File: config.mk
export PLATFORM = sky130hd
export DESIGN_NAME = remote_image_upgrade_control
export DESIGN_NICKNAME = d
export VERILOG_FILES = /design/src/logic/rsu_pkg.sv /design/src/logic/upgrade_link_if.sv /design/src/logic/remote_image_upgrade_control.sv /design/src/logic/upgrade_shift_chain.sv /design/src/logic/upgrade_watchdog.sv
export SDC_FILE = /design/constraint.sdc
export NUM_CORES = 1
export LEC_CHECK = 0
export BUFFER_PORTS_ARGS = -buffer_cell sky130_fd_sc_hd__buf_2
export CAP_MARGIN = 20
export CORE_MARGIN = 1
export CORE_UTILIZATION = 30
export CTS_CLUSTER_DIAMETER = 120
export DETAILED_ROUTE_END_ITERATION = 16
export GPL_TIMING_DRIVEN = 0
export HOLD_SLACK_MARGIN = 0.15
export PLACE_DENSITY_LB_ADDON = 0.25
export SLEW_MARGIN = 20
export SYNTH_ARGS = -nofsm -noshare
export SYNTH_HDL_FRONTEND = slang
export SYNTH_SLANG_ARGS = --single-unit
File: constraint.sdc
create_clock -name pclk -period 2.9 [get_ports pclk]
set_clock_uncertainty 0.1 [all_clocks]
set_input_delay 0.29 -clock pclk [delete_from_list [all_inputs] [get_ports pclk]]
set_output_delay 0.29 -clock pclk [all_outputs]
set_load 0.1 [all_outputs]
File: src/logic/rsu_pkg.sv
// Purpose: Shared constants and types for the remote image upgrade control
// Assumes: 10 MHz pclk, APB register access
// Notes: Offsets are byte addresses of 32-bit words
package rsu_pkg;
  localparam int SR_W = 41;
  localparam int IR_W = 39;
  localparam int PS_W = 32;
  localparam int WD_W = 29;
  localparam logic [11:0] ADDR_CTRL = 12'h000;
  localparam logic [11:0] ADDR_WDVAL = 12'h004;
  localparam logic [11:0] ADDR_STATUS = 12'h008;
  localparam logic [11:0] ADDR_INREG = 12'h00c;
  localparam logic [11:0] ADDR_PREV1 = 12'h010;
  localparam logic [11:0] ADDR_PREV2 = 12'h014;
  localparam int CTRL_EN_BIT = 0;
  localparam int CTRL_AUTO_BIT = 1;
  localparam int CTRL_WDEN_BIT = 2;
  localparam logic [2:0] CTRL_RST = 3'h5;
  localparam logic [WD_W-1:0] WD_VAL_RST = 29'h0000fff;
  localparam int IR_SEL_BIT = 13;
  localparam int IR_OVR_BIT = 12;
  localparam logic [1:0] SYNC_FILL = 2'h3;
  localparam int CLK_NS = 100;
  localparam int WD_RESTART_MIN_NS = 250;
  localparam int WD_RESTART_MIN_CYC = (WD_RESTART_MIN_NS + CLK_NS - 1) / CLK_NS;
  localparam int SY_CLK = 0;
  localparam int SY_DIN = 1;
  localparam int SY_SHF = 2;
  localparam int SY_CAP = 3;
  localparam int SY_WDR = 4;
  localparam int SY_RLD = 5;
  localparam int SY_STA = 6;
  localparam int SY_CFG = 7;
  localparam int SY_CRC = 8;
  localparam int SY_SEL = 9;
  localparam int SY_DONE = 10;
  localparam int SY_N = 11;
  localparam logic [3:0] CAUSE_CFG = 4'h8;
  localparam logic [3:0] CAUSE_CRC = 4'h4;
  localparam logic [3:0] CAUSE_STA = 4'h2;
  localparam logic [3:0] CAUSE_WD = 4'h1;
  typedef enum logic [3:0] {
    ST_IDLE = 4'b0000,
    ST_LOAD0 = 4'b0010,
    ST_REV1 = 4'b0011,
    ST_LOAD1 = 4'b0100,
    ST_REV0 = 4'b0101,
    ST_USER = 4'b1000,
    ST_USER_REV = 4'b1001,
    ST_WAIT = 4'b1010
  } msm_t;
endpackage

File: src/logic/upgrade_link_if.sv
// Purpose: Carrier between the controller and the serial shift chain
// Assumes: All signals live in the pclk domain
// Notes: step is a one-cycle enable per qualified upgrade clock edge
`timescale 1ns/10ps
interface upgrade_link_if;
  logic step;
  logic shift_mode;
  logic capt_mode;
  logic serial_in;
  logic serial_bit;
  logic [rsu_pkg::IR_W-1:0] cur_state;
  logic [rsu_pkg::PS_W-1:0] prev1;
  logic [rsu_pkg::PS_W-1:0] prev2;
  logic [rsu_pkg::IR_W-1:0] in_reg;
  modport chain (input step, input shift_mode, input capt_mode, input serial_in,
                 input cur_state, input prev1, input prev2,
                 output serial_bit, output in_reg);
  modport ctrl (output step, output shift_mode, output capt_mode, output serial_in,
                output cur_state, output prev1, output prev2,
                input serial_bit, input in_reg);
endinterface

File: src/logic/remote_image_upgrade_control.sv
// Purpose: Dual image selection, revert and serial upgrade port control
// Assumes: Pins are asynchronous to pclk; upgrade clock far slower than pclk
// Notes: Registers on APB, zero wait state, unmapped addresses give pslverr
//
// The register addresses and the APB register port were decided locally.
`timescale 1ns/10ps
// Summary of operation
// - Two images, 0 and 1; each load picks exactly one of them.
// - Upgrade feature enabled by default out of reset.
// - Power-up picks image from select pin; later loads may use input register.
// - CRC error or watchdog time-out loads the other image.
// - After revert, user logic can read cause and failed image.
// - Second error waits for a reload source, unless auto restart is on.
// - Status low, config low or internal reload low start a reload.
// - Internal reload request only acts while upgrade is enabled.
// - Falling edge of watchdog restart input clears the watchdog.
// - Upgrade clock domain registers work only in user mode when enabled.
// - Serial data taken into shift chain on each upgrade clock rise in shift mode.
// - Shift mode drives shift chain bits out, one per upgrade clock rise.
// - Both controls low copy shift chain into input register.
// - Shift low, capture high loads shift chain from state source.
// - Shift high ignores capture control and shifts every rise.
// - Input bit 13 picks next image only when bit 12 is set.
// - Ties in reload cause keep only the highest bit.
// - Update moves shift chain into input register for next reload.
module remote_image_upgrade_control (
  input wire logic pclk,
  input wire logic presetn,
  input wire logic psel,
  input wire logic penable,
  input wire logic pwrite,
  input wire logic [11:0] paddr,
  input wire logic [31:0] pwdata,
  output logic pready,
  output logic [31:0] prdata,
  output logic pslverr,
  input wire logic upgrade_clock,
  input wire logic upgrade_serial_in,
  input wire logic shift_or_load_ctrl,
  input wire logic capture_or_update_ctrl,
  input wire logic watchdog_restart_n,
  input wire logic internal_reload_request_n,
  input wire logic external_status_n,
  input wire logic external_config_n,
  input wire logic crc_error,
  input wire logic image_select_pin,
  input wire logic load_done,
  output logic upgrade_serial_out,
  output logic load_start,
  output logic load_image,
  output logic user_mode
);
  upgrade_link_if link ();

  logic [rsu_pkg::SY_N-1:0] pin_raw;
  logic [rsu_pkg::SY_N-1:0] sy1_q;
  logic [rsu_pkg::SY_N-1:0] sy2_q;
  logic [rsu_pkg::SY_N-1:0] sy3_q;
  logic [2:0] ctrl_q;
  logic [rsu_pkg::WD_W-1:0] wdval_q;
  logic pready_q;
  logic [31:0] prdata_q;
  logic pslverr_q;
  rsu_pkg::msm_t state_q;
  logic [3:0] loaded_q;
  logic [1:0] fill_q;
  logic cur_image_q;
  logic load_start_q;
  logic load_image_q;
  logic user_mode_q;
  logic serial_out_q;
  logic [rsu_pkg::PS_W-1:0] prev1_q;
  logic [rsu_pkg::PS_W-1:0] prev2_q;
  logic wd_timeout;
  logic wd_run;
  logic wd_restart;
  logic up_en;
  logic in_user;
  logic ev_cfg;
  logic ev_crc;
  logic ev_sta;
  logic ext_req;
  logic err_req;
  logic chosen_image;
  logic [3:0] cause;
  logic done_rise;
  logic [31:0] rd_word;
  logic rd_hit;

  assign pin_raw = {load_done, image_select_pin, crc_error, external_config_n,
                    external_status_n, internal_reload_request_n, watchdog_restart_n,
                    capture_or_update_ctrl, shift_or_load_ctrl, upgrade_serial_in,
                    upgrade_clock};

  // Third stage keeps data from before the clock edge was seen
  genvar gi;
  generate
    for (gi = 0; gi < rsu_pkg::SY_N; gi++) begin : g_sync
      always_ff @(posedge pclk or negedge presetn) begin
        if (!presetn) begin
          sy1_q[gi] <= 1'b1;
          sy2_q[gi] <= 1'b1;
          sy3_q[gi] <= 1'b1;
        end else begin
          sy1_q[gi] <= pin_raw[gi];
          sy2_q[gi] <= sy1_q[gi];
          sy3_q[gi] <= sy2_q[gi];
        end
      end
    end
  endgenerate

  assign up_en = ctrl_q[rsu_pkg::CTRL_EN_BIT];
  assign in_user = (state_q == rsu_pkg::ST_USER) || (state_q == rsu_pkg::ST_USER_REV) ||
                   (state_q == rsu_pkg::ST_WAIT);
  assign done_rise = sy2_q[rsu_pkg::SY_DONE] && !sy3_q[rsu_pkg::SY_DONE];

  // Upgrade port samples data from the cycle before the edge was seen
  assign link.step = sy2_q[rsu_pkg::SY_CLK] && !sy3_q[rsu_pkg::SY_CLK]
                     && user_mode_q && up_en;
  assign link.shift_mode = sy3_q[rsu_pkg::SY_SHF];
  assign link.capt_mode = sy3_q[rsu_pkg::SY_CAP];
  assign link.serial_in = sy3_q[rsu_pkg::SY_DIN];
  assign link.cur_state = {5'h00, loaded_q, ctrl_q[rsu_pkg::CTRL_WDEN_BIT], wdval_q};
  assign link.prev1 = prev1_q;
  assign link.prev2 = prev2_q;

  upgrade_shift_chain u_chain (
    .pclk(pclk),
    .presetn(presetn),
    .link(link)
  );

  assign wd_run = user_mode_q && up_en && ctrl_q[rsu_pkg::CTRL_WDEN_BIT];
  assign wd_restart = sy3_q[rsu_pkg::SY_WDR] && !sy2_q[rsu_pkg::SY_WDR];

  upgrade_watchdog u_wd (
    .pclk(pclk),
    .presetn(presetn),
    .run(wd_run),
    .restart(wd_restart),
    .limit(wdval_q),
    .timeout(wd_timeout)
  );

  // Reload sources are levels; a held request keeps reloading
  assign ev_cfg = !sy2_q[rsu_pkg::SY_CFG] || (!sy2_q[rsu_pkg::SY_RLD] && up_en);
  assign ev_sta = !sy2_q[rsu_pkg::SY_STA];
  assign ev_crc = sy2_q[rsu_pkg::SY_CRC] && up_en;
  assign ext_req = ev_cfg || ev_sta;
  assign err_req = ev_crc || (wd_timeout && up_en);
  assign chosen_image = link.in_reg[rsu_pkg::IR_OVR_BIT] ? link.in_reg[rsu_pkg::IR_SEL_BIT]
                        : sy2_q[rsu_pkg::SY_SEL];

  always_comb begin
    if (ev_cfg) begin
      cause = rsu_pkg::CAUSE_CFG;
    end else if (ev_crc) begin
      cause = rsu_pkg::CAUSE_CRC;
    end else if (ev_sta) begin
      cause = rsu_pkg::CAUSE_STA;
    end else begin
      cause = rsu_pkg::CAUSE_WD;
    end
  end

  always_ff @(posedge pclk or negedge presetn) begin
    if (!presetn) begin
      prev1_q <= '0;
      prev2_q <= '0;
    end else if (in_user && (ext_req || err_req)) begin
      prev2_q <= prev1_q;
      prev1_q <= {cause, 2'h0, loaded_q, 22'h000000};
    end
  end

  always_ff @(posedge pclk or negedge presetn) begin
    if (!presetn) begin
      state_q <= rsu_pkg::ST_IDLE;
      loaded_q <= 4'h0;
      fill_q <= 2'h0;
      cur_image_q <= 1'b0;
      load_start_q <= 1'b0;
      load_image_q <= 1'b0;
      user_mode_q <= 1'b0;
    end else begin
      load_start_q <= 1'b0;
      case (state_q)
        rsu_pkg::ST_IDLE: begin
          // Wait for the pin synchronisers to hold real levels
          if (fill_q == rsu_pkg::SYNC_FILL) begin
            load_start_q <= 1'b1;
            load_image_q <= sy2_q[rsu_pkg::SY_SEL];
            cur_image_q <= sy2_q[rsu_pkg::SY_SEL];
            state_q <= sy2_q[rsu_pkg::SY_SEL] ? rsu_pkg::ST_LOAD1 : rsu_pkg::ST_LOAD0;
            loaded_q <= sy2_q[rsu_pkg::SY_SEL] ? rsu_pkg::ST_LOAD1 : rsu_pkg::ST_LOAD0;
          end else begin
            fill_q <= fill_q + 2'h1;
          end
        end
        rsu_pkg::ST_LOAD0, rsu_pkg::ST_LOAD1: begin
          if (done_rise) begin
            state_q <= rsu_pkg::ST_USER;
            user_mode_q <= 1'b1;
          end
        end
        rsu_pkg::ST_REV0, rsu_pkg::ST_REV1: begin
          if (done_rise) begin
            state_q <= rsu_pkg::ST_USER_REV;
            user_mode_q <= 1'b1;
          end
        end
        default: begin
          if (ext_req || (err_req && state_q == rsu_pkg::ST_USER_REV
                          && ctrl_q[rsu_pkg::CTRL_AUTO_BIT])) begin
            load_start_q <= 1'b1;
            load_image_q <= chosen_image;
            cur_image_q <= chosen_image;
            user_mode_q <= 1'b0;
            state_q <= chosen_image ? rsu_pkg::ST_LOAD1 : rsu_pkg::ST_LOAD0;
            loaded_q <= chosen_image ? rsu_pkg::ST_LOAD1 : rsu_pkg::ST_LOAD0;
          end else if (err_req && state_q == rsu_pkg::ST_USER) begin
            load_start_q <= 1'b1;
            load_image_q <= !cur_image_q;
            cur_image_q <= !cur_image_q;
            user_mode_q <= 1'b0;
            state_q <= cur_image_q ? rsu_pkg::ST_REV0 : rsu_pkg::ST_REV1;
            loaded_q <= cur_image_q ? rsu_pkg::ST_REV0 : rsu_pkg::ST_REV1;
          end else if (err_req && state_q == rsu_pkg::ST_USER_REV) begin
            state_q <= rsu_pkg::ST_WAIT;
          end
        end
      endcase
    end
  end

  always_ff @(posedge pclk or negedge presetn) begin
    if (!presetn) begin
      serial_out_q <= 1'b0;
    end else begin
      serial_out_q <= link.serial_bit;
    end
  end

  always_comb begin
    rd_hit = 1'b1;
    if (paddr == rsu_pkg::ADDR_CTRL) begin
      rd_word = {29'h0, ctrl_q};
    end else if (paddr == rsu_pkg::ADDR_WDVAL) begin
      rd_word = {3'h0, wdval_q};
    end else if (paddr == rsu_pkg::ADDR_STATUS) begin
      rd_word = {20'h0, loaded_q, 2'h0, user_mode_q, cur_image_q, state_q};
    end else if (paddr == rsu_pkg::ADDR_INREG) begin
      rd_word = link.in_reg[31:0];
    end else if (paddr == rsu_pkg::ADDR_PREV1) begin
      rd_word = prev1_q;
    end else if (paddr == rsu_pkg::ADDR_PREV2) begin
      rd_word = prev2_q;
    end else begin
      rd_word = 32'h0;
      rd_hit = 1'b0;
    end
  end

  // Answer is prepared in setup so every bus output is a flop
  always_ff @(posedge pclk or negedge presetn) begin
    if (!presetn) begin
      pready_q <= 1'b0;
      prdata_q <= 32'h0;
      pslverr_q <= 1'b0;
    end else if (psel && !penable) begin
      pready_q <= 1'b1;
      prdata_q <= pwrite ? 32'h0 : rd_word;
      pslverr_q <= !rd_hit;
    end else begin
      pready_q <= 1'b0;
      prdata_q <= 32'h0;
      pslverr_q <= 1'b0;
    end
  end

  always_ff @(posedge pclk or negedge presetn) begin
    if (!presetn) begin
      ctrl_q <= rsu_pkg::CTRL_RST;
      wdval_q <= rsu_pkg::WD_VAL_RST;
    end else if (psel && penable && pready_q && pwrite) begin
      if (paddr == rsu_pkg::ADDR_CTRL) begin
        ctrl_q <= pwdata[2:0];
      end else if (paddr == rsu_pkg::ADDR_WDVAL) begin
        wdval_q <= pwdata[28:0];
      end
    end
  end

  assign pready = pready_q;
  assign prdata = prdata_q;
  assign pslverr = pslverr_q;
  assign upgrade_serial_out = serial_out_q;
  assign load_start = load_start_q;
  assign load_image = load_image_q;
  assign user_mode = user_mode_q;

  a_revert_other: assert property (@(posedge pclk) disable iff (!presetn)
    state_q == rsu_pkg::ST_USER && err_req && !ext_req
    |=> load_start_q && load_image_q != $past(cur_image_q))
    else $error("error did not load the other image");
  a_second_wait: assert property (@(posedge pclk) disable iff (!presetn)
    state_q == rsu_pkg::ST_USER_REV && err_req && !ext_req && !ctrl_q[1]
    |=> state_q == rsu_pkg::ST_WAIT && !load_start_q)
    else $error("second error did not wait");
  a_reload_gated: assert property (@(posedge pclk) disable iff (!presetn)
    in_user && !up_en && sy2_q[rsu_pkg::SY_CFG] && sy2_q[rsu_pkg::SY_STA]
    |=> !load_start_q)
    else $error("reload taken while upgrade disabled");
  a_cause_priority: assert property (@(posedge pclk) disable iff (!presetn)
    in_user && ev_cfg && ev_crc |=> prev1_q[31:28] == 4'h8)
    else $error("reload cause kept a lower source");
  a_load_single: assert property (@(posedge pclk) disable iff (!presetn)
    load_start_q |=> !load_start_q ##1 !load_start_q)
    else $error("load start longer than one pulse");
  a_override_pick: assert property (@(posedge pclk) disable iff (!presetn)
    in_user && ev_cfg && link.in_reg[12]
    |=> load_start_q && load_image_q == $past(link.in_reg[13]))
    else $error("override bit ignored on reload");
  a_step_gated: assert property (@(posedge pclk) disable iff (!presetn)
    !user_mode_q |-> !link.step)
    else $error("upgrade port active outside user mode");
endmodule // remote_image_upgrade_control

File: src/logic/upgrade_shift_chain.sv
// Purpose: Shift, capture and update registers of the upgrade port
// Assumes: step already gated by user mode and upgrade enable
// Notes: Bits 40:39 of the shift chain pick the capture source
`timescale 1ns/10ps
module upgrade_shift_chain (
  input wire logic pclk,
  input wire logic presetn,
  upgrade_link_if.chain link
);
  logic [rsu_pkg::SR_W-1:0] sr_q;
  logic [rsu_pkg::IR_W-1:0] ir_q;
  logic [rsu_pkg::IR_W-1:0] capt_src;

  always_comb begin
    case (sr_q[40:39])
      2'b00: capt_src = link.cur_state;
      2'b01: capt_src = {7'h00, link.prev1};
      2'b10: capt_src = {7'h00, link.prev2};
      default: capt_src = ir_q;
    endcase
  end

  always_ff @(posedge pclk or negedge presetn) begin
    if (!presetn) begin
      sr_q <= '0;
    end else if (link.step) begin
      if (link.shift_mode) begin
        sr_q <= {link.serial_in, sr_q[40:1]};
      end else if (link.capt_mode) begin
        sr_q[38:0] <= capt_src;
      end
    end
  end

  always_ff @(posedge pclk or negedge presetn) begin
    if (!presetn) begin
      ir_q <= '0;
    end else if (link.step && !link.shift_mode && !link.capt_mode) begin
      ir_q <= sr_q[38:0];
    end
  end

  assign link.serial_bit = sr_q[0];
  assign link.in_reg = ir_q;

  a_shift_msb_in: assert property (@(posedge pclk) disable iff (!presetn)
    link.step && link.shift_mode |=> sr_q[40] == $past(link.serial_in))
    else $error("serial input did not enter at the top bit");
  a_shift_ignores_capt: assert property (@(posedge pclk) disable iff (!presetn)
    link.step && link.shift_mode |=> sr_q[39:0] == $past(sr_q[40:1]))
    else $error("shift did not advance one bit");
  a_update_copies: assert property (@(posedge pclk) disable iff (!presetn)
    link.step && !link.shift_mode && !link.capt_mode |=> ir_q == $past(sr_q[38:0]))
    else $error("update did not copy the shift chain");
  a_capture_current: assert property (@(posedge pclk) disable iff (!presetn)
    link.step && !link.shift_mode && link.capt_mode && sr_q[40:39] == 2'b00
    |=> sr_q[38:0] == $past(link.cur_state))
    else $error("capture did not load current state");
  a_input_holds: assert property (@(posedge pclk) disable iff (!presetn)
    !link.step |=> $stable(ir_q))
    else $error("input register changed without update");
endmodule // upgrade_shift_chain

File: src/logic/upgrade_watchdog.sv
// Purpose: User watchdog counter for the running image
// Assumes: restart is a one-cycle pulse on pclk
// Notes: Counts pclk cycles up to the programmed time-out value
`timescale 1ns/10ps
module upgrade_watchdog (
  input wire logic pclk,
  input wire logic presetn,
  input wire logic run,
  input wire logic restart,
  input wire logic [rsu_pkg::WD_W-1:0] limit,
  output logic timeout
);
  logic [rsu_pkg::WD_W-1:0] cnt_q;
  logic timeout_q;

  always_ff @(posedge pclk or negedge presetn) begin
    if (!presetn) begin
      cnt_q <= '0;
    end else if (!run || restart || timeout_q) begin
      cnt_q <= '0;
    end else begin
      cnt_q <= cnt_q + 29'h0000001;
    end
  end

  always_ff @(posedge pclk or negedge presetn) begin
    if (!presetn) begin
      timeout_q <= 1'b0;
    end else begin
      timeout_q <= run && !restart && !timeout_q && (cnt_q >= limit);
    end
  end

  assign timeout = timeout_q;

  a_restart_clears: assert property (@(posedge pclk) disable iff (!presetn)
    restart |=> cnt_q == '0 && !timeout_q)
    else $error("watchdog restart did not clear the count");
endmodule // upgrade_watchdog
==> results.sh <==
export IMPL_run_status="finished clean"
export IMPL_worst_path_dominant_cell_family="flip-flops"
export IMPL_cts_num_sinks=231
export IMPL_worst_path_depth=7
export IMPL_ys_types=66
export IMPL_remaining_drc_errors=0
export IMPL_row_count=68
export IMPL_syn_to_final_growth_pct=23.2
export IMPL_ys_flop_type="sky130_fd_sc_hd__dfrtp_1"
export IMPL_timing_final_max_slew_violations=0
export IMPL_synth_compound_gate_area_share_pct=13.4
export IMPL_worst_skew_pair_late_latency_ps=530
export IMPL_wl_per_cell_um=17.9
export IMPL_synth_edf_count=0
export IMPL_switching_share_pct=27.1
export IMPL_pwr_share_seq_pct=44.9
export IMPL_timing_worst_slew_pin_value_ps=975
export IMPL_placeableCoreArea_sq_um=34700
export IMPL_routabilityCongestion=0.823
export IMPL_rr_worst_depth=7
export IMPL_grt_most_used_layer="met2"
export IMPL_multiInputGateArea_sq_um=4420
export IMPL_regToRegSetupSlack_ps=390
export IMPL_pwr_density_cell_nw_per_um2=607
export IMPL_cts_root_to_sink_buffers=3
export IMPL_drt_initial_drc_count=459
export IMPL_final_nets=1235
export IMPL_critPathMaxFanout=10
export IMPL_first_global_vias=7960
export IMPL_yosys_area_share_xor_xnor_pct=2.31
export IMPL_comb_power_share_pct=12.4
export IMPL_worstReg2RegStart="ctrl_q[0]"
export IMPL_share_clk_of_total_power_pct=42.7
export IMPL_p_leak_nw=6.19
export IMPL_relSlewSlack_pct=34.6
export IMPL_yosys_register_bits=231
export IMPL_period_share_pct=86.6
export IMPL_via_per_inst=4.93
export IMPL_flip_flop_count_of_the_largest_register_all_copies_and_words_added=41
export IMPL_min_delay_start="paddr[3]"
export IMPL_internal_power_mw=5.79
export IMPL_use_met2_pct=26.7
export IMPL_ratio_of_cells_with_drive_above_1_in_the_final_layout_pct=24.6
export IMPL_grt_max_degree=97
export IMPL_grt_util_met1_pct=22.2
export IMPL_detail_route_first_pass_iterations=5
export IMPL_layout_core_utilization_pct=37.7
export IMPL_synth_seq_area_share_pct=54.9
export IMPL_rsz0062_at_grt="false"
export IMPL_fill_cells=3490
export IMPL_synth_cell_area_sq_um=10600
export IMPL_cp_required_ps=3190
export IMPL_post_synth_cell_area_avg_sq_um=10.9
export IMPL_p_switching_mw=2.15
export IMPL_design_portCount=98
export IMPL_holdWs_ps=168
export IMPL_whs_path_depth=3
export IMPL_timing_critical_path_cells="nand2_1 -> nor3b_2 -> o21ai_1 -> clkbuf_1 -> clkbuf_1 -> nand2_1 -> o21ai_0"
export IMPL_cts_tree="built"
export IMPL_grt_ovfl_total=0
export IMPL_final_common_cell="sky130_fd_sc_hd__dfrtp_1"
export IMPL_hold_path_class="in2reg"
export IMPL_setup_worst_path_end_class="flip-flop"
export IMPL_critPathSlowestCell="sky130_fd_sc_hd__dfstp_2"
export IMPL_final_hold_viol_count=0
export IMPL_grt_use_met3_pct=1.80
export IMPL_worst_ep_arrival_time_ps=2800
export IMPL_clock_root_buffer="sky130_fd_sc_hd__clkbuf_16"
export IMPL_critical_path_buf_inv_count=2
export IMPL_antenna_left=0
export IMPL_design_die_area_sq_um=36200
export IMPL_slowest_delay_ps=650
export IMPL_worst_setup_hold_path_clk_slew_ps=60
export IMPL_setup_viol_count_final=0
export IMPL_period_minus_slack_ps=2510
export IMPL_synth_mux_area_share_pct=9.23
export IMPL_layout_cells_most_common_list="189 x sky130_fd_sc_hd__dfrtp_1, 104 x sky130_fd_sc_hd__buf_2, 103 x sky130_fd_sc_hd__nand2_1, 100 x sky130_fd_sc_hd__nor2_1, 79 x sky130_fd_sc_hd__o21ai_0"
export IMPL_start_util_pct=30.6
export IMPL_place_detailed_hpwl_um=20800
export IMPL_synth_adder_area_share_pct=3.65
export IMPL_register_area_sq_um=5830
export IMPL_numPortBuffers=94
export IMPL_fmax_mhz=398
export IMPL_syn_inst=974
export IMPL_grt_usage_pct=16.1
export IMPL_postSynthNetCount=1065
export IMPL_fp_dieW_um=190
export IMPL_fp_dieH_um=190
export IMPL_startpoint_type="flip-flop"
export IMPL_worst_ir_drop_vdd_uv=486
export IMPL_totalWireLength_um=28900
export IMPL_grt_antenna_before_repair=0
export IMPL_synthSimpleGateAreaFrac_pct=13.0
export IMPL_first_pass_grt_wire_length_um=45400
export IMPL_synth_async_reset_ratio_pct=100
export IMPL_largest_family_of_logic_cells_by_synthesized_area="compound AO/OA/AOI/OAI gates"
export IMPL_cts_buffers_inserted=26
export IMPL_num_vias=7981
export IMPL_warning_count_from_the_yosys_run=0
export IMPL_cts_htree_levels=1
export IMPL_insertedDiodeCount=0
export IMPL_startpoint="ctrl_q[0]"
export IMPL_max_cap_violations=0
export IMPL_criticalPathCategory="reg2reg"
export IMPL_postCtsSetupRepairBufs=0
==> worst reg2reg max path, stage by stage (launching register included) <==
cell and delay (ps):
sky130_fd_sc_hd__dfstp_2 650, sky130_fd_sc_hd__nand2_1 120, sky130_fd_sc_hd__nor3b_2 360, sky130_fd_sc_hd__o21ai_1 280
sky130_fd_sc_hd__clkbuf_1 300, sky130_fd_sc_hd__clkbuf_1 340, sky130_fd_sc_hd__nand2_1 140, sky130_fd_sc_hd__o21ai_0 100
==> cells in the mapped netlist (31+ instances only) <==
library cell / number / area [sq um]
sky130_fd_sc_hd__mux2_2: 56 / 631
sky130_fd_sc_hd__clkbuf_1: 33 / 124
sky130_fd_sc_hd__dfstp_2: 42 / 1100
sky130_fd_sc_hd__nor2_1: 100 / 375
sky130_fd_sc_hd__a21oi_1: 44 / 220
sky130_fd_sc_hd__nand2_1: 103 / 387
sky130_fd_sc_hd__ha_1: 31 / 388
sky130_fd_sc_hd__inv_1: 40 / 150
sky130_fd_sc_hd__o21ai_0: 79 / 395
sky130_fd_sc_hd__dfrtp_1: 189 / 4730
sky130_fd_sc_hd__a22oi_1: 48 / 360
==> power by group through the flow <==
stage	Clock (mW)	Sequential, mW	Combinational (mW)
global route	3.63	3.58	1.07
detailed placement	0	3.62	0.939
finish	3.40	3.57	0.988
floorplan	0	3.68	0.532
CTS	3.49	3.56	0.990
global placement	0	3.61	0.928
==> repair_timing <==
action                    in CTS  in global routing
hold buffers                  46                  0
hold endpoints to repair     169                  0
gates resized for setup        0                  0
==> per-stage QoR <==
step	total power, mW	std cells	setup TNS, ps	worst slack, ps	cell area (sq um)
after detailed placement	4.56	1525	0	232	11700
after global placement	4.54	1523	-580210	-2820	11700
after floorplan	4.22	974	0	605	10600
final	7.95	1619	0	389	13100
after global routing	8.28	1619	0	219	13100
after CTS	8.05	1619	0	406	13100
==> cell type report <==
type                    count  area share (%)
plain buffers              51            1.72
multi-input cells         652            33.8
repair buffers            142            7.60
well taps                 455            4.35
clock buffers              34            5.74
inverters                  40            1.15
clock inverters            14            1.15
flip-flops and latches    231            44.5
==> per-layer routing <==
metal	vias to the layer above	routed length, um
li1	3807	-
met1	3977	13600
met2	166	13800
met3	31	970
met4	0	551
met5	-	0
==> worst paths after layout <==
kind | to
setup / recovery | u_chain.sr_q[19]
hold / removal | prdata[12]
setup reg to reg | u_chain.sr_q[19]
hold reg to reg | sy2_q[3]
max in group asynchronous | prdata[20]
min in group asynchronous | state_q[2]
==> cell families after synthesis <==
kind of cell	Yosys count
flops	231
simple gates	291
buf+inv	91
compound gates	225
fa+ha+maj	31
xor+xnor	28
mux	77
(Power assumes the default switching activity.)
